## src/hw/iep_pkg.sv

```systemverilog
// Shared constants for the interrupt enable and power mode block
package iep_pkg;
  // Interrupt enable register bit positions
  localparam int IEP_BIT_EXT0 = 0;
  localparam int IEP_BIT_TMR0 = 1;
  localparam int IEP_BIT_EXT1 = 2;
  localparam int IEP_BIT_TMR1 = 3;
  localparam int IEP_BIT_SER = 4;
  localparam int IEP_BIT_TMR2 = 5;
  localparam int IEP_BIT_RSVD = 6;
  localparam int IEP_BIT_GLOBAL = 7;
  localparam logic [7:0] IEP_IE_RESET = 8'h00;
  localparam logic [7:0] IEP_IE_IMPL_MASK = 8'hbf;
  // Vector numbering of the six requests
  localparam int IEP_NVEC = 6;
  localparam int IEP_VEC_EXT0 = 0;
  localparam int IEP_VEC_TMR0 = 1;
  localparam int IEP_VEC_EXT1 = 2;
  localparam int IEP_VEC_TMR1 = 3;
  localparam int IEP_VEC_SER = 4;
  localparam int IEP_VEC_TMR2 = 5;
  // Machine cycle: six states of two phases, twelve oscillator periods
  localparam int IEP_STATES = 6;
  localparam logic [2:0] IEP_S2 = 3'h1;
  localparam logic [2:0] IEP_S5 = 3'h4;
  localparam logic [2:0] IEP_S6 = 3'h5;
  // Idle exit by reset: up to two machine cycles before internal reset
  localparam logic [1:0] IEP_RST_GRACE_CYC = 2'h2;
  // Wake-up delay from power-down
  localparam int IEP_CLK_HZ = 20_000_000;
  localparam int IEP_WAKE_MS = 16;
  localparam int IEP_WAKE_CYCLES = IEP_CLK_HZ / 1000 * IEP_WAKE_MS;
  typedef enum logic [1:0] {IEP_RUN, IEP_IDLE, IEP_PDOWN, IEP_WAKE} iep_mode_t;
endpackage : iep_pkg

```

## src/hw/iep_if.sv

```systemverilog
// Request and enable link between the interrupt block and the core side
`timescale 1ns/10ps
interface iep_if;
  import iep_pkg::*;
  logic [IEP_NVEC-1:0] irq_req;  // Gated requests per vector
  logic wake;                    // Core may run (idle/power-down left)
  logic ram_wr_block;            // Internal RAM writes blocked
  logic [7:0] ie_rdata;          // Interrupt enable register read value
  logic ie_we;                   // Write strobe for the enable register
  logic [7:0] ie_wdata;          // Write data for the enable register
  logic idle_req;                // Software enters idle
  logic pdown_req;               // Software enters power-down
  logic t0_ovf;                  // Timer 0 overflow event
  logic t1_ovf;                  // Timer 1 overflow event
  logic t2_ovf;                  // Timer 2 overflow event
  logic t2_ext;                  // Timer 2 external event
  logic t2_updown;               // Timer 2 up/down mode
  logic t2_baud;                 // Timer 2 baud or clock-out mode
  logic t2_ovf_clr;              // Software clears timer 2 overflow flag
  logic t2_ext_clr;              // Software clears timer 2 external flag
  logic uart_flag;               // Serial port flag level
  logic spi_done;                // Serial peripheral byte done event
  logic spi_done_clr;            // Software clears serial peripheral flag
  logic spi_irq_en;              // Serial peripheral enable
  logic t0_flag_clr;             // Vectoring clears timer 0 flag
  logic t1_flag_clr;             // Vectoring clears timer 1 flag
  modport dev (output irq_req, wake, ram_wr_block, ie_rdata,
               input ie_we, ie_wdata, idle_req, pdown_req, t0_ovf, t1_ovf, t2_ovf, t2_ext,
               t2_updown, t2_baud, t2_ovf_clr, t2_ext_clr, uart_flag, spi_done, spi_done_clr,
               spi_irq_en, t0_flag_clr, t1_flag_clr);
  modport core (input irq_req, wake, ram_wr_block, ie_rdata,
                output ie_we, ie_wdata, idle_req, pdown_req, t0_ovf, t1_ovf, t2_ovf, t2_ext,
                t2_updown, t2_baud, t2_ovf_clr, t2_ext_clr, uart_flag, spi_done, spi_done_clr,
                spi_irq_en, t0_flag_clr, t1_flag_clr);
endinterface : iep_if

```

## src/hw/iep_dev.sv

```systemverilog
// Interrupt enable, request timing and idle/power-down control
// Overview of operation
// Six vectors: two pins, three timers, serial
// Each source has its own enable bit
// Global enable bit 7 gates every source
// Enable bit layout fixed, bit 6 reserved
// One serial enable gates both serial sources
// Software never writes ones to bit 6
// Timer 2 request ORs two software-cleared flags
// Timers 0/1 set at S5, polled next cycle
// Timer 2 set at S2, polled same cycle; code sets the flag in the cycle of the event, in any state
// Idle halts core, peripherals and state kept
// Idle left by enabled interrupt or reset
// Reset from idle: two cycles, RAM writes blocked
// No port write after idle entry instruction
// Strobes high in idle, low in power-down
// Power-down stops clock, keeps RAM and registers
// Power-down left by reset or external interrupt
// Wake needs enabled level-sensitive external line; code also wakes on an enabled edge-mode line
// Service starts after oscillator restart delay
// Oscillator input halved by a flip-flop
// Serial done requests only with both enables
// Up/down mode external toggles raise nothing
// Baud mode rollover sets no overflow flag
// Request while flag, enable, global all set
`timescale 1ns/10ps
module iep_dev
  import iep_pkg::*;
#(
  parameter int WAKE_CYCLES = IEP_WAKE_CYCLES
)(
  input wire logic mclk_i,           // Oscillator input, 20 MHz
  input wire logic resetn_i,         // Synchronous reset, active low
  input wire logic ext_irq_line0_i,  // External line 0 pin, active low
  input wire logic ext_irq_line1_i,  // External line 1 pin, active low
  input wire logic ext0_edge_i,      // Line 0 edge mode (else level)
  input wire logic ext1_edge_i,      // Line 1 edge mode (else level)
  input wire logic ext_mem_i,        // Program memory is external
  output logic clk_half_o,           // Internal clock, oscillator halved
  output logic addr_latch_strobe_o,  // Address latch strobe pin
  output logic prog_store_strobe_o,  // Program store strobe pin
  output logic port0_oe_n_o,         // Port 0 drive enable, low drives
  output logic port2_addr_o,         // Port 2 shows address, not data
  output logic osc_run_o,            // Oscillator running
  output iep_mode_t mode_o,          // Power mode state
  iep_if.dev bus                     // Core and peripheral side
);
  logic [7:0] ie_r;
  logic div_r;
  logic [2:0] state_r;
  logic ph_r;
  logic [1:0] x0_s, x1_s, xm_s;
  logic x0_prev_r, x1_prev_r;
  logic ext0_flag_r, ext1_flag_r, t0_flag_r, t1_flag_r, t2_ovf_r, t2_ext_r, spi_flag_r;
  logic t0_pend_r, t1_pend_r;
  logic [5:0] src;
  iep_mode_t mode_r;
  logic [$clog2(WAKE_CYCLES+1)-1:0] wake_cnt_r;
  logic [1:0] grace_r;
  logic state2_phase2, state5_phase2;

  // Gated request for one vector
  function automatic logic gate(input logic flag, input logic en, input logic glob);
    gate = flag & en & glob;
  endfunction : gate

  // Oscillator halved; any duty cycle is fine downstream
  always_ff @(posedge mclk_i)
    if (!resetn_i)
      div_r <= 1'b0;
    else if (mode_r != IEP_PDOWN)
      div_r <= ~div_r;
  assign clk_half_o = div_r;
  assign osc_run_o = (mode_r != IEP_PDOWN);

  // State and phase counter of the machine cycle, frozen when stopped
  always_ff @(posedge mclk_i)
    if (!resetn_i)
    begin
      state_r <= 3'h0;
      ph_r <= 1'b0;
    end
    else if (mode_r != IEP_PDOWN)
    begin
      ph_r <= ~ph_r;
      if (ph_r)
        state_r <= (state_r == IEP_S6) ? 3'h0 : state_r + 3'h1;
    end
  assign state2_phase2 = ph_r && state_r == IEP_S2 && mode_r != IEP_PDOWN;
  assign state5_phase2 = ph_r && state_r == IEP_S5 && mode_r != IEP_PDOWN;

  // Enable register; bit 6 is masked on write so it always reads zero
  always_ff @(posedge mclk_i)
    if (!resetn_i)
      ie_r <= IEP_IE_RESET;
    else if (bus.ie_we)
      ie_r <= bus.ie_wdata & IEP_IE_IMPL_MASK;
  assign bus.ie_rdata = ie_r;

  // Pin synchronisers; the pins are asynchronous
  always_ff @(posedge mclk_i)
    if (!resetn_i)
    begin
      x0_s <= 2'b11;
      x1_s <= 2'b11;
      xm_s <= 2'b00;
      x0_prev_r <= 1'b1;
      x1_prev_r <= 1'b1;
    end
    else
    begin
      x0_s <= {x0_s[0], ext_irq_line0_i};
      x1_s <= {x1_s[0], ext_irq_line1_i};
      xm_s <= {xm_s[0], ext_mem_i};
      x0_prev_r <= x0_s[1];
      x1_prev_r <= x1_s[1];
    end

  // External flags: level follows pin, edge mode latches a falling edge
  // Edge flag drops once a running core has taken it, else it would stick
  always_ff @(posedge mclk_i)
    if (!resetn_i)
    begin
      ext0_flag_r <= 1'b0;
      ext1_flag_r <= 1'b0;
    end
    else
    begin
      if (!ext0_edge_i)
        ext0_flag_r <= ~x0_s[1];
      else if (x0_prev_r && !x0_s[1])
        ext0_flag_r <= 1'b1;
      else if (bus.irq_req[IEP_VEC_EXT0] && bus.wake)
        ext0_flag_r <= 1'b0;
      if (!ext1_edge_i)
        ext1_flag_r <= ~x1_s[1];
      else if (x1_prev_r && !x1_s[1])
        ext1_flag_r <= 1'b1;
      else if (bus.irq_req[IEP_VEC_EXT1] && bus.wake)
        ext1_flag_r <= 1'b0;
    end

  // Timer 0/1 overflows latched, flagged at STATE5_PHASE2, polled next cycle
  always_ff @(posedge mclk_i)
    if (!resetn_i)
    begin
      t0_pend_r <= 1'b0;
      t1_pend_r <= 1'b0;
      t0_flag_r <= 1'b0;
      t1_flag_r <= 1'b0;
    end
    else
    begin
      t0_pend_r <= bus.t0_ovf | (t0_pend_r & ~state5_phase2);
      t1_pend_r <= bus.t1_ovf | (t1_pend_r & ~state5_phase2);
      if (state5_phase2 && (t0_pend_r || bus.t0_ovf))
        t0_flag_r <= 1'b1;
      else if (bus.t0_flag_clr)
        t0_flag_r <= 1'b0;
      if (state5_phase2 && (t1_pend_r || bus.t1_ovf))
        t1_flag_r <= 1'b1;
      else if (bus.t1_flag_clr)
        t1_flag_r <= 1'b0;
    end

  // Timer 2 flags; software clears them, an up/down external event also toggles t2_ext_r, set wins over clear
  always_ff @(posedge mclk_i)
    if (!resetn_i)
    begin
      t2_ovf_r <= 1'b0;
      t2_ext_r <= 1'b0;
    end
    else
    begin
      if (bus.t2_ovf && !bus.t2_baud)
        t2_ovf_r <= 1'b1;
      else if (bus.t2_ovf_clr)
        t2_ovf_r <= 1'b0;
      if (bus.t2_ext)
        t2_ext_r <= ~bus.t2_updown | ~t2_ext_r;
      else if (bus.t2_ext_clr)
        t2_ext_r <= 1'b0;
    end

  // Serial peripheral done flag
  always_ff @(posedge mclk_i)
    if (!resetn_i)
      spi_flag_r <= 1'b0;
    else if (bus.spi_done)
      spi_flag_r <= 1'b1;
    else if (bus.spi_done_clr)
      spi_flag_r <= 1'b0;

  // Source levels; timer 2 toggles in up/down mode request nothing
  assign src[IEP_VEC_EXT0] = ext0_flag_r;
  assign src[IEP_VEC_TMR0] = t0_flag_r;
  assign src[IEP_VEC_EXT1] = ext1_flag_r;
  assign src[IEP_VEC_TMR1] = t1_flag_r;
  assign src[IEP_VEC_SER] = bus.uart_flag | (spi_flag_r & bus.spi_irq_en);
  assign src[IEP_VEC_TMR2] = t2_ovf_r | (t2_ext_r & ~bus.t2_updown);

  // Requests to the core, one per vector
  always_comb
  begin
    bus.irq_req[IEP_VEC_EXT0] = gate(src[IEP_VEC_EXT0], ie_r[IEP_BIT_EXT0], ie_r[IEP_BIT_GLOBAL]);
    bus.irq_req[IEP_VEC_TMR0] = gate(src[IEP_VEC_TMR0], ie_r[IEP_BIT_TMR0], ie_r[IEP_BIT_GLOBAL]);
    bus.irq_req[IEP_VEC_EXT1] = gate(src[IEP_VEC_EXT1], ie_r[IEP_BIT_EXT1], ie_r[IEP_BIT_GLOBAL]);
    bus.irq_req[IEP_VEC_TMR1] = gate(src[IEP_VEC_TMR1], ie_r[IEP_BIT_TMR1], ie_r[IEP_BIT_GLOBAL]);
    bus.irq_req[IEP_VEC_SER] = gate(src[IEP_VEC_SER], ie_r[IEP_BIT_SER], ie_r[IEP_BIT_GLOBAL]);
    bus.irq_req[IEP_VEC_TMR2] = gate(src[IEP_VEC_TMR2], ie_r[IEP_BIT_TMR2], ie_r[IEP_BIT_GLOBAL]);
  end

  // Power mode machine; wake from power-down only on enabled external lines
  always_ff @(posedge mclk_i)
    if (!resetn_i)
    begin
      mode_r <= IEP_RUN;
      wake_cnt_r <= '0;
    end
    else
      case (mode_r)
        IEP_RUN:
          if (bus.pdown_req)
            mode_r <= IEP_PDOWN;
          else if (bus.idle_req)
            mode_r <= IEP_IDLE;
        IEP_IDLE:
          if (|bus.irq_req)
            mode_r <= IEP_RUN;
        IEP_PDOWN:
          if (bus.irq_req[IEP_VEC_EXT0] || bus.irq_req[IEP_VEC_EXT1])
          begin
            mode_r <= IEP_WAKE;
            wake_cnt_r <= '0;
          end
        IEP_WAKE:
          if (wake_cnt_r >= ($bits(wake_cnt_r))'(WAKE_CYCLES - 1))
            mode_r <= IEP_RUN;
          else
            wake_cnt_r <= wake_cnt_r + 1'b1;
        default:
          mode_r <= IEP_RUN;
      endcase
  assign mode_o = mode_r;
  assign bus.wake = (mode_r == IEP_RUN);

  // Reset out of idle: RAM writes blocked while reset takes over
  // Mode is back in run after one reset edge, so the load is held through a long reset
  always_ff @(posedge mclk_i)
    if (!resetn_i)
    begin
      if (mode_r == IEP_IDLE || grace_r == IEP_RST_GRACE_CYC)
        grace_r <= IEP_RST_GRACE_CYC;
      else
        grace_r <= 2'h0;
    end
    else if (grace_r != 2'h0 && state5_phase2)
      grace_r <= grace_r - 2'h1;
  assign bus.ram_wr_block = (grace_r != 2'h0);

  // Pin states in the low-power modes
  always_comb
  begin
    addr_latch_strobe_o = 1'b1;
    prog_store_strobe_o = 1'b1;
    port0_oe_n_o = xm_s[1];
    port2_addr_o = xm_s[1];
    if (mode_r == IEP_PDOWN || mode_r == IEP_WAKE)
    begin
      addr_latch_strobe_o = 1'b0;
      prog_store_strobe_o = 1'b0;
      port2_addr_o = 1'b0;
    end
    else if (mode_r == IEP_RUN)
      port0_oe_n_o = 1'b0;
  end
endmodule : iep_dev

```

## src/flat_wrapper.sv

```systemverilog
// flat-port wrapper written by rule: the top's interface ports become plain ports
module iep_dev_flat import iep_pkg::*;
#(
  parameter int WAKE_CYCLES = IEP_WAKE_CYCLES
)
  (mclk_i, resetn_i, ext_irq_line0_i, ext_irq_line1_i, ext0_edge_i, ext1_edge_i, ext_mem_i, clk_half_o, addr_latch_strobe_o, prog_store_strobe_o, port0_oe_n_o, port2_addr_o, osc_run_o, mode_o, bus_irq_req, bus_wake, bus_ram_wr_block, bus_ie_rdata, bus_ie_we, bus_ie_wdata, bus_idle_req, bus_pdown_req, bus_t0_ovf, bus_t1_ovf, bus_t2_ovf, bus_t2_ext, bus_t2_updown, bus_t2_baud, bus_t2_ovf_clr, bus_t2_ext_clr, bus_uart_flag, bus_spi_done, bus_spi_done_clr, bus_spi_irq_en, bus_t0_flag_clr, bus_t1_flag_clr);
  iep_if bus_i ();
  input wire logic mclk_i;
  input wire logic resetn_i;
  input wire logic ext_irq_line0_i;
  input wire logic ext_irq_line1_i;
  input wire logic ext0_edge_i;
  input wire logic ext1_edge_i;
  input wire logic ext_mem_i;
  output logic clk_half_o;
  output logic addr_latch_strobe_o;
  output logic prog_store_strobe_o;
  output logic port0_oe_n_o;
  output logic port2_addr_o;
  output logic osc_run_o;
  output iep_mode_t mode_o;
  output wire logic [$bits(bus_i.irq_req)-1:0] bus_irq_req;
  output wire logic [$bits(bus_i.wake)-1:0] bus_wake;
  output wire logic [$bits(bus_i.ram_wr_block)-1:0] bus_ram_wr_block;
  output wire logic [$bits(bus_i.ie_rdata)-1:0] bus_ie_rdata;
  input wire logic [$bits(bus_i.ie_we)-1:0] bus_ie_we;
  input wire logic [$bits(bus_i.ie_wdata)-1:0] bus_ie_wdata;
  input wire logic [$bits(bus_i.idle_req)-1:0] bus_idle_req;
  input wire logic [$bits(bus_i.pdown_req)-1:0] bus_pdown_req;
  input wire logic [$bits(bus_i.t0_ovf)-1:0] bus_t0_ovf;
  input wire logic [$bits(bus_i.t1_ovf)-1:0] bus_t1_ovf;
  input wire logic [$bits(bus_i.t2_ovf)-1:0] bus_t2_ovf;
  input wire logic [$bits(bus_i.t2_ext)-1:0] bus_t2_ext;
  input wire logic [$bits(bus_i.t2_updown)-1:0] bus_t2_updown;
  input wire logic [$bits(bus_i.t2_baud)-1:0] bus_t2_baud;
  input wire logic [$bits(bus_i.t2_ovf_clr)-1:0] bus_t2_ovf_clr;
  input wire logic [$bits(bus_i.t2_ext_clr)-1:0] bus_t2_ext_clr;
  input wire logic [$bits(bus_i.uart_flag)-1:0] bus_uart_flag;
  input wire logic [$bits(bus_i.spi_done)-1:0] bus_spi_done;
  input wire logic [$bits(bus_i.spi_done_clr)-1:0] bus_spi_done_clr;
  input wire logic [$bits(bus_i.spi_irq_en)-1:0] bus_spi_irq_en;
  input wire logic [$bits(bus_i.t0_flag_clr)-1:0] bus_t0_flag_clr;
  input wire logic [$bits(bus_i.t1_flag_clr)-1:0] bus_t1_flag_clr;
  assign bus_irq_req = bus_i.irq_req;
  assign bus_wake = bus_i.wake;
  assign bus_ram_wr_block = bus_i.ram_wr_block;
  assign bus_ie_rdata = bus_i.ie_rdata;
  assign bus_i.ie_we = bus_ie_we;
  assign bus_i.ie_wdata = bus_ie_wdata;
  assign bus_i.idle_req = bus_idle_req;
  assign bus_i.pdown_req = bus_pdown_req;
  assign bus_i.t0_ovf = bus_t0_ovf;
  assign bus_i.t1_ovf = bus_t1_ovf;
  assign bus_i.t2_ovf = bus_t2_ovf;
  assign bus_i.t2_ext = bus_t2_ext;
  assign bus_i.t2_updown = bus_t2_updown;
  assign bus_i.t2_baud = bus_t2_baud;
  assign bus_i.t2_ovf_clr = bus_t2_ovf_clr;
  assign bus_i.t2_ext_clr = bus_t2_ext_clr;
  assign bus_i.uart_flag = bus_uart_flag;
  assign bus_i.spi_done = bus_spi_done;
  assign bus_i.spi_done_clr = bus_spi_done_clr;
  assign bus_i.spi_irq_en = bus_spi_irq_en;
  assign bus_i.t0_flag_clr = bus_t0_flag_clr;
  assign bus_i.t1_flag_clr = bus_t1_flag_clr;
  iep_dev #(.WAKE_CYCLES(WAKE_CYCLES)) u_core (.mclk_i(mclk_i), .resetn_i(resetn_i), .ext_irq_line0_i(ext_irq_line0_i), .ext_irq_line1_i(ext_irq_line1_i), .ext0_edge_i(ext0_edge_i), .ext1_edge_i(ext1_edge_i), .ext_mem_i(ext_mem_i), .clk_half_o(clk_half_o), .addr_latch_strobe_o(addr_latch_strobe_o), .prog_store_strobe_o(prog_store_strobe_o), .port0_oe_n_o(port0_oe_n_o), .port2_addr_o(port2_addr_o), .osc_run_o(osc_run_o), .mode_o(mode_o), .bus(bus_i));
endmodule
```

## config.mk

```make
export PLATFORM = sky130hd
export DESIGN_NAME = iep_dev_flat
export DESIGN_NICKNAME = d
export VERILOG_FILES = /design/src/hw/iep_pkg.sv /design/src/hw/iep_if.sv /design/src/hw/iep_dev.sv /design/src/flat_wrapper.sv
export SDC_FILE = /design/constraint.sdc
export NUM_CORES = 1
export LEC_CHECK = 0
export BUFFER_PORTS_ARGS = -buffer_cell sky130_fd_sc_hd__buf_2
export CORE_ASPECT_RATIO = 1.2
export CORE_UTILIZATION = 53
export DETAILED_ROUTE_END_ITERATION = 16
export GPL_ROUTABILITY_DRIVEN = 0
export PLACE_DENSITY = 0.78
export SLEW_MARGIN = 5
export SYNTH_ARGS = -nofsm -noshare
export SYNTH_HDL_FRONTEND = slang
export SYNTH_SLANG_ARGS = --single-unit
```

## constraint.sdc

```tcl
create_clock -name mclk_i -period 2.1 [get_ports mclk_i]
set_input_delay 0.105 -clock mclk_i [delete_from_list [all_inputs] [get_ports mclk_i]]
set_output_delay 0.105 -clock mclk_i [all_outputs]
set_load 0.005 [all_outputs]
```

==> reports/results.tsv <==
metric	value	unit
yosys_register_bits	52	
r2r_cells	7	
syn_area_per_cell	8.68	um^2
period_share	89.6	%
clk_latency	0.31	ns
cts_root_buf	clkbuf_8	
grt.total_usage	22.4	%
ant_nets	0	
cts_setup_buffers	0	
critPathKind	reg -> reg	
cts_max_level	2	
async_flop_share	0	%
start_kind	flop	
outcome	finished clean	
synthTopCellsByArea	dfxtp_1 40%, nor2b_1 5.0%, a22o_1 4.6%	
cap_violations	0	
rows	26	
min_to	u_core.xm_s[0]	
numCtsBuffers	5	
path_clk_slew	0.10	ns
wire_per_inst	13.7	um
power_density	835	nW/um^2
first_pass_iters	4	
cp_max_fo	15	
r2r_end	u_core.wake_cnt_r[15]	
pin_count	56	
ys.flop_type	dfxtp_1	
synth_top_cells_by_count	50 x dfxtp_1, 23 x nor2_1, 22 x nand2_1, 20 x nor2b_1, 16 x inv_1	
cts_buffer_depth	2	
yosysSeqAreaShare	42.6	%
final-max-slew-violation-count	0	
post-synth-top-area-cell	dfxtp_1	
cts_tree	built	
drt-initial-drc-count	91	
synth_top_area_share	40.2	%
nNetsFinal	375	
cts_sinks	52	
setup_tns	0	ns
routed_via_density	5.66	
route.detailed.drc	0	
grt-ovfl-total	0	
rsz0062_at_grt	false	
fmax	531	MHz
hp-class	in -> reg	
finalSetupViolCount	0	
hold_start	ext_mem_i	
routed_wl	5450	um
core	4390	um^2
ys_types	54	
die_w	64.6	um
crit_start	u_core.wake_cnt_r[0]	
hpwl	3870	um
synth_fp_nets	322	
ys_warn_count	0	
synth_edf_count	2	
crit_arrival	2.12	ns
min_path_cells	2	
fin_crit	1.88	ns
syn_to_final_growth	17.5	%
peakVddDrop	0.000372	V
timing_hold_violations_final	0	
netlist_area	2490	um^2
grt_max_degree	23	
synth.most_common_cell	dfxtp_1	
fp.dieH	77.1	um
synthesis.instances	287	
dieArea	4980	um^2
grt_pass1_vias	2051	
antenna_cells	0	
grt_pass1_wl	8870	um
initial_utilization	56.8	%
drive_above_1_share	20.2	%
power	2.45	mW
required	2.34	ns
r2r_slack	0.22	ns
fin_skew	0.0143	ns
leakage	1.24	nW
port_buffers	53	
vias	2247	
antenna_found_initial	0	
end_kind	flop	
worst_r2r_startpoint	u_core.wake_cnt_r[0]	
## sequential cells by signal (all words and copies together) (netlist names), 2 cells and up
register and flops:
u_core.mode_o 2, u_core.state_r 3, u_core.xm_s 2, u_core.grace_r 2
u_core.bus.ie_rdata 7, u_core.wake_cnt_r 19, u_core.x0_s 2, u_core.x1_s 2
## metrics by stage
step / setup WS [ns] / util (%) / cell area (um^2) / hold WS, ns / std cells
2_1_floorplan: 0.487 / - / 2490 / 0.206 / 287
3_3_place_gp: 0.333 / 63.5 / 2790 / 0.288 / 386
3_5_place_dp: 0.282 / 63.5 / 2790 / 0.291 / 386
4_1_cts: 0.249 / 66.7 / 2930 / 0.0190 / 397
5_1_grt: 0.0737 / 66.7 / 2930 / 0.0288 / 397
6_report: 0.218 / 66.7 / 2930 / 0.0183 / 397
## power breakdown
part | internal, mW | switching, mW
sequential | 1.08 | 0.0874
combinational | 0.269 | 0.328
clock | 0.353 | 0.329
## cell type report
cell class              instances  area [um^2]
inverters                      16         60.1
fillers                       368         1460
flip-flops and latches         52         1060
multi-input cells             205         1300
repair buffers                 60          325
clock buffers                   5         68.8
clock inverters                 3         42.5
well taps                      56         70.1
## layout by cell type, fill, tap and decap left out, drive strengths merged, types with 8 or more instances in the layout
cell type  instances
a21oi              8
a22o              13
buf               57
dfxtp             50
inv               16
nand2             22
nand2b             9
nand3             10
nor2              24
nor2b             20
o21ai             17
## worst max path at each step
stage	endpoint	slack, ns
2_1_floorplan	u_core.wake_cnt_r[11]	0.49
3_3_place_gp	u_core.wake_cnt_r[9]	0.33
3_5_place_dp	u_core.wake_cnt_r[15]	0.28
4_1_cts	u_core.wake_cnt_r[15]	0.25
5_1_grt	u_core.wake_cnt_r[9]	0.07
6_report	u_core.wake_cnt_r[15]	0.22
## layer usage
layer	vias up	global-route usage (%)	part of all wire [%]
met5	-	0	0
met1	1041	25.9	42
met3	9	4.76	5.7
li1	1128	-	-
met2	69	39.8	51
met4	0	7.78	1.6
## logic make-up after synthesis
kind of cell               share of synthesized area, %
muxes                                              2.81
DFF                                                42.6
AOI/OAI and AO/OA                                  20.5
xor gates and xnor gates                           1.41
and+or+nand+nor                                    25.8
buffers and inverters                              5.22
adders and majority gates                          1.51
other                                             0.150
## worst max-delay path, cell delays in order (launching register included)
cell and delay (ns):
dfxtp_1 0.42, ha_1 0.25, inv_1 0.10, a211oi_2 0.24, o21ai_1 0.11, buf_4 0.20
nor2_1 0.29, a22o_1 0.20
## repair_timing
item	CTS	global route
endpoints found under the hold margin	3	0
gates resized for setup	0	0
endpoints found under the setup margin	0	0
hold buffers	3	0
(Power assumes the default switching activity.)
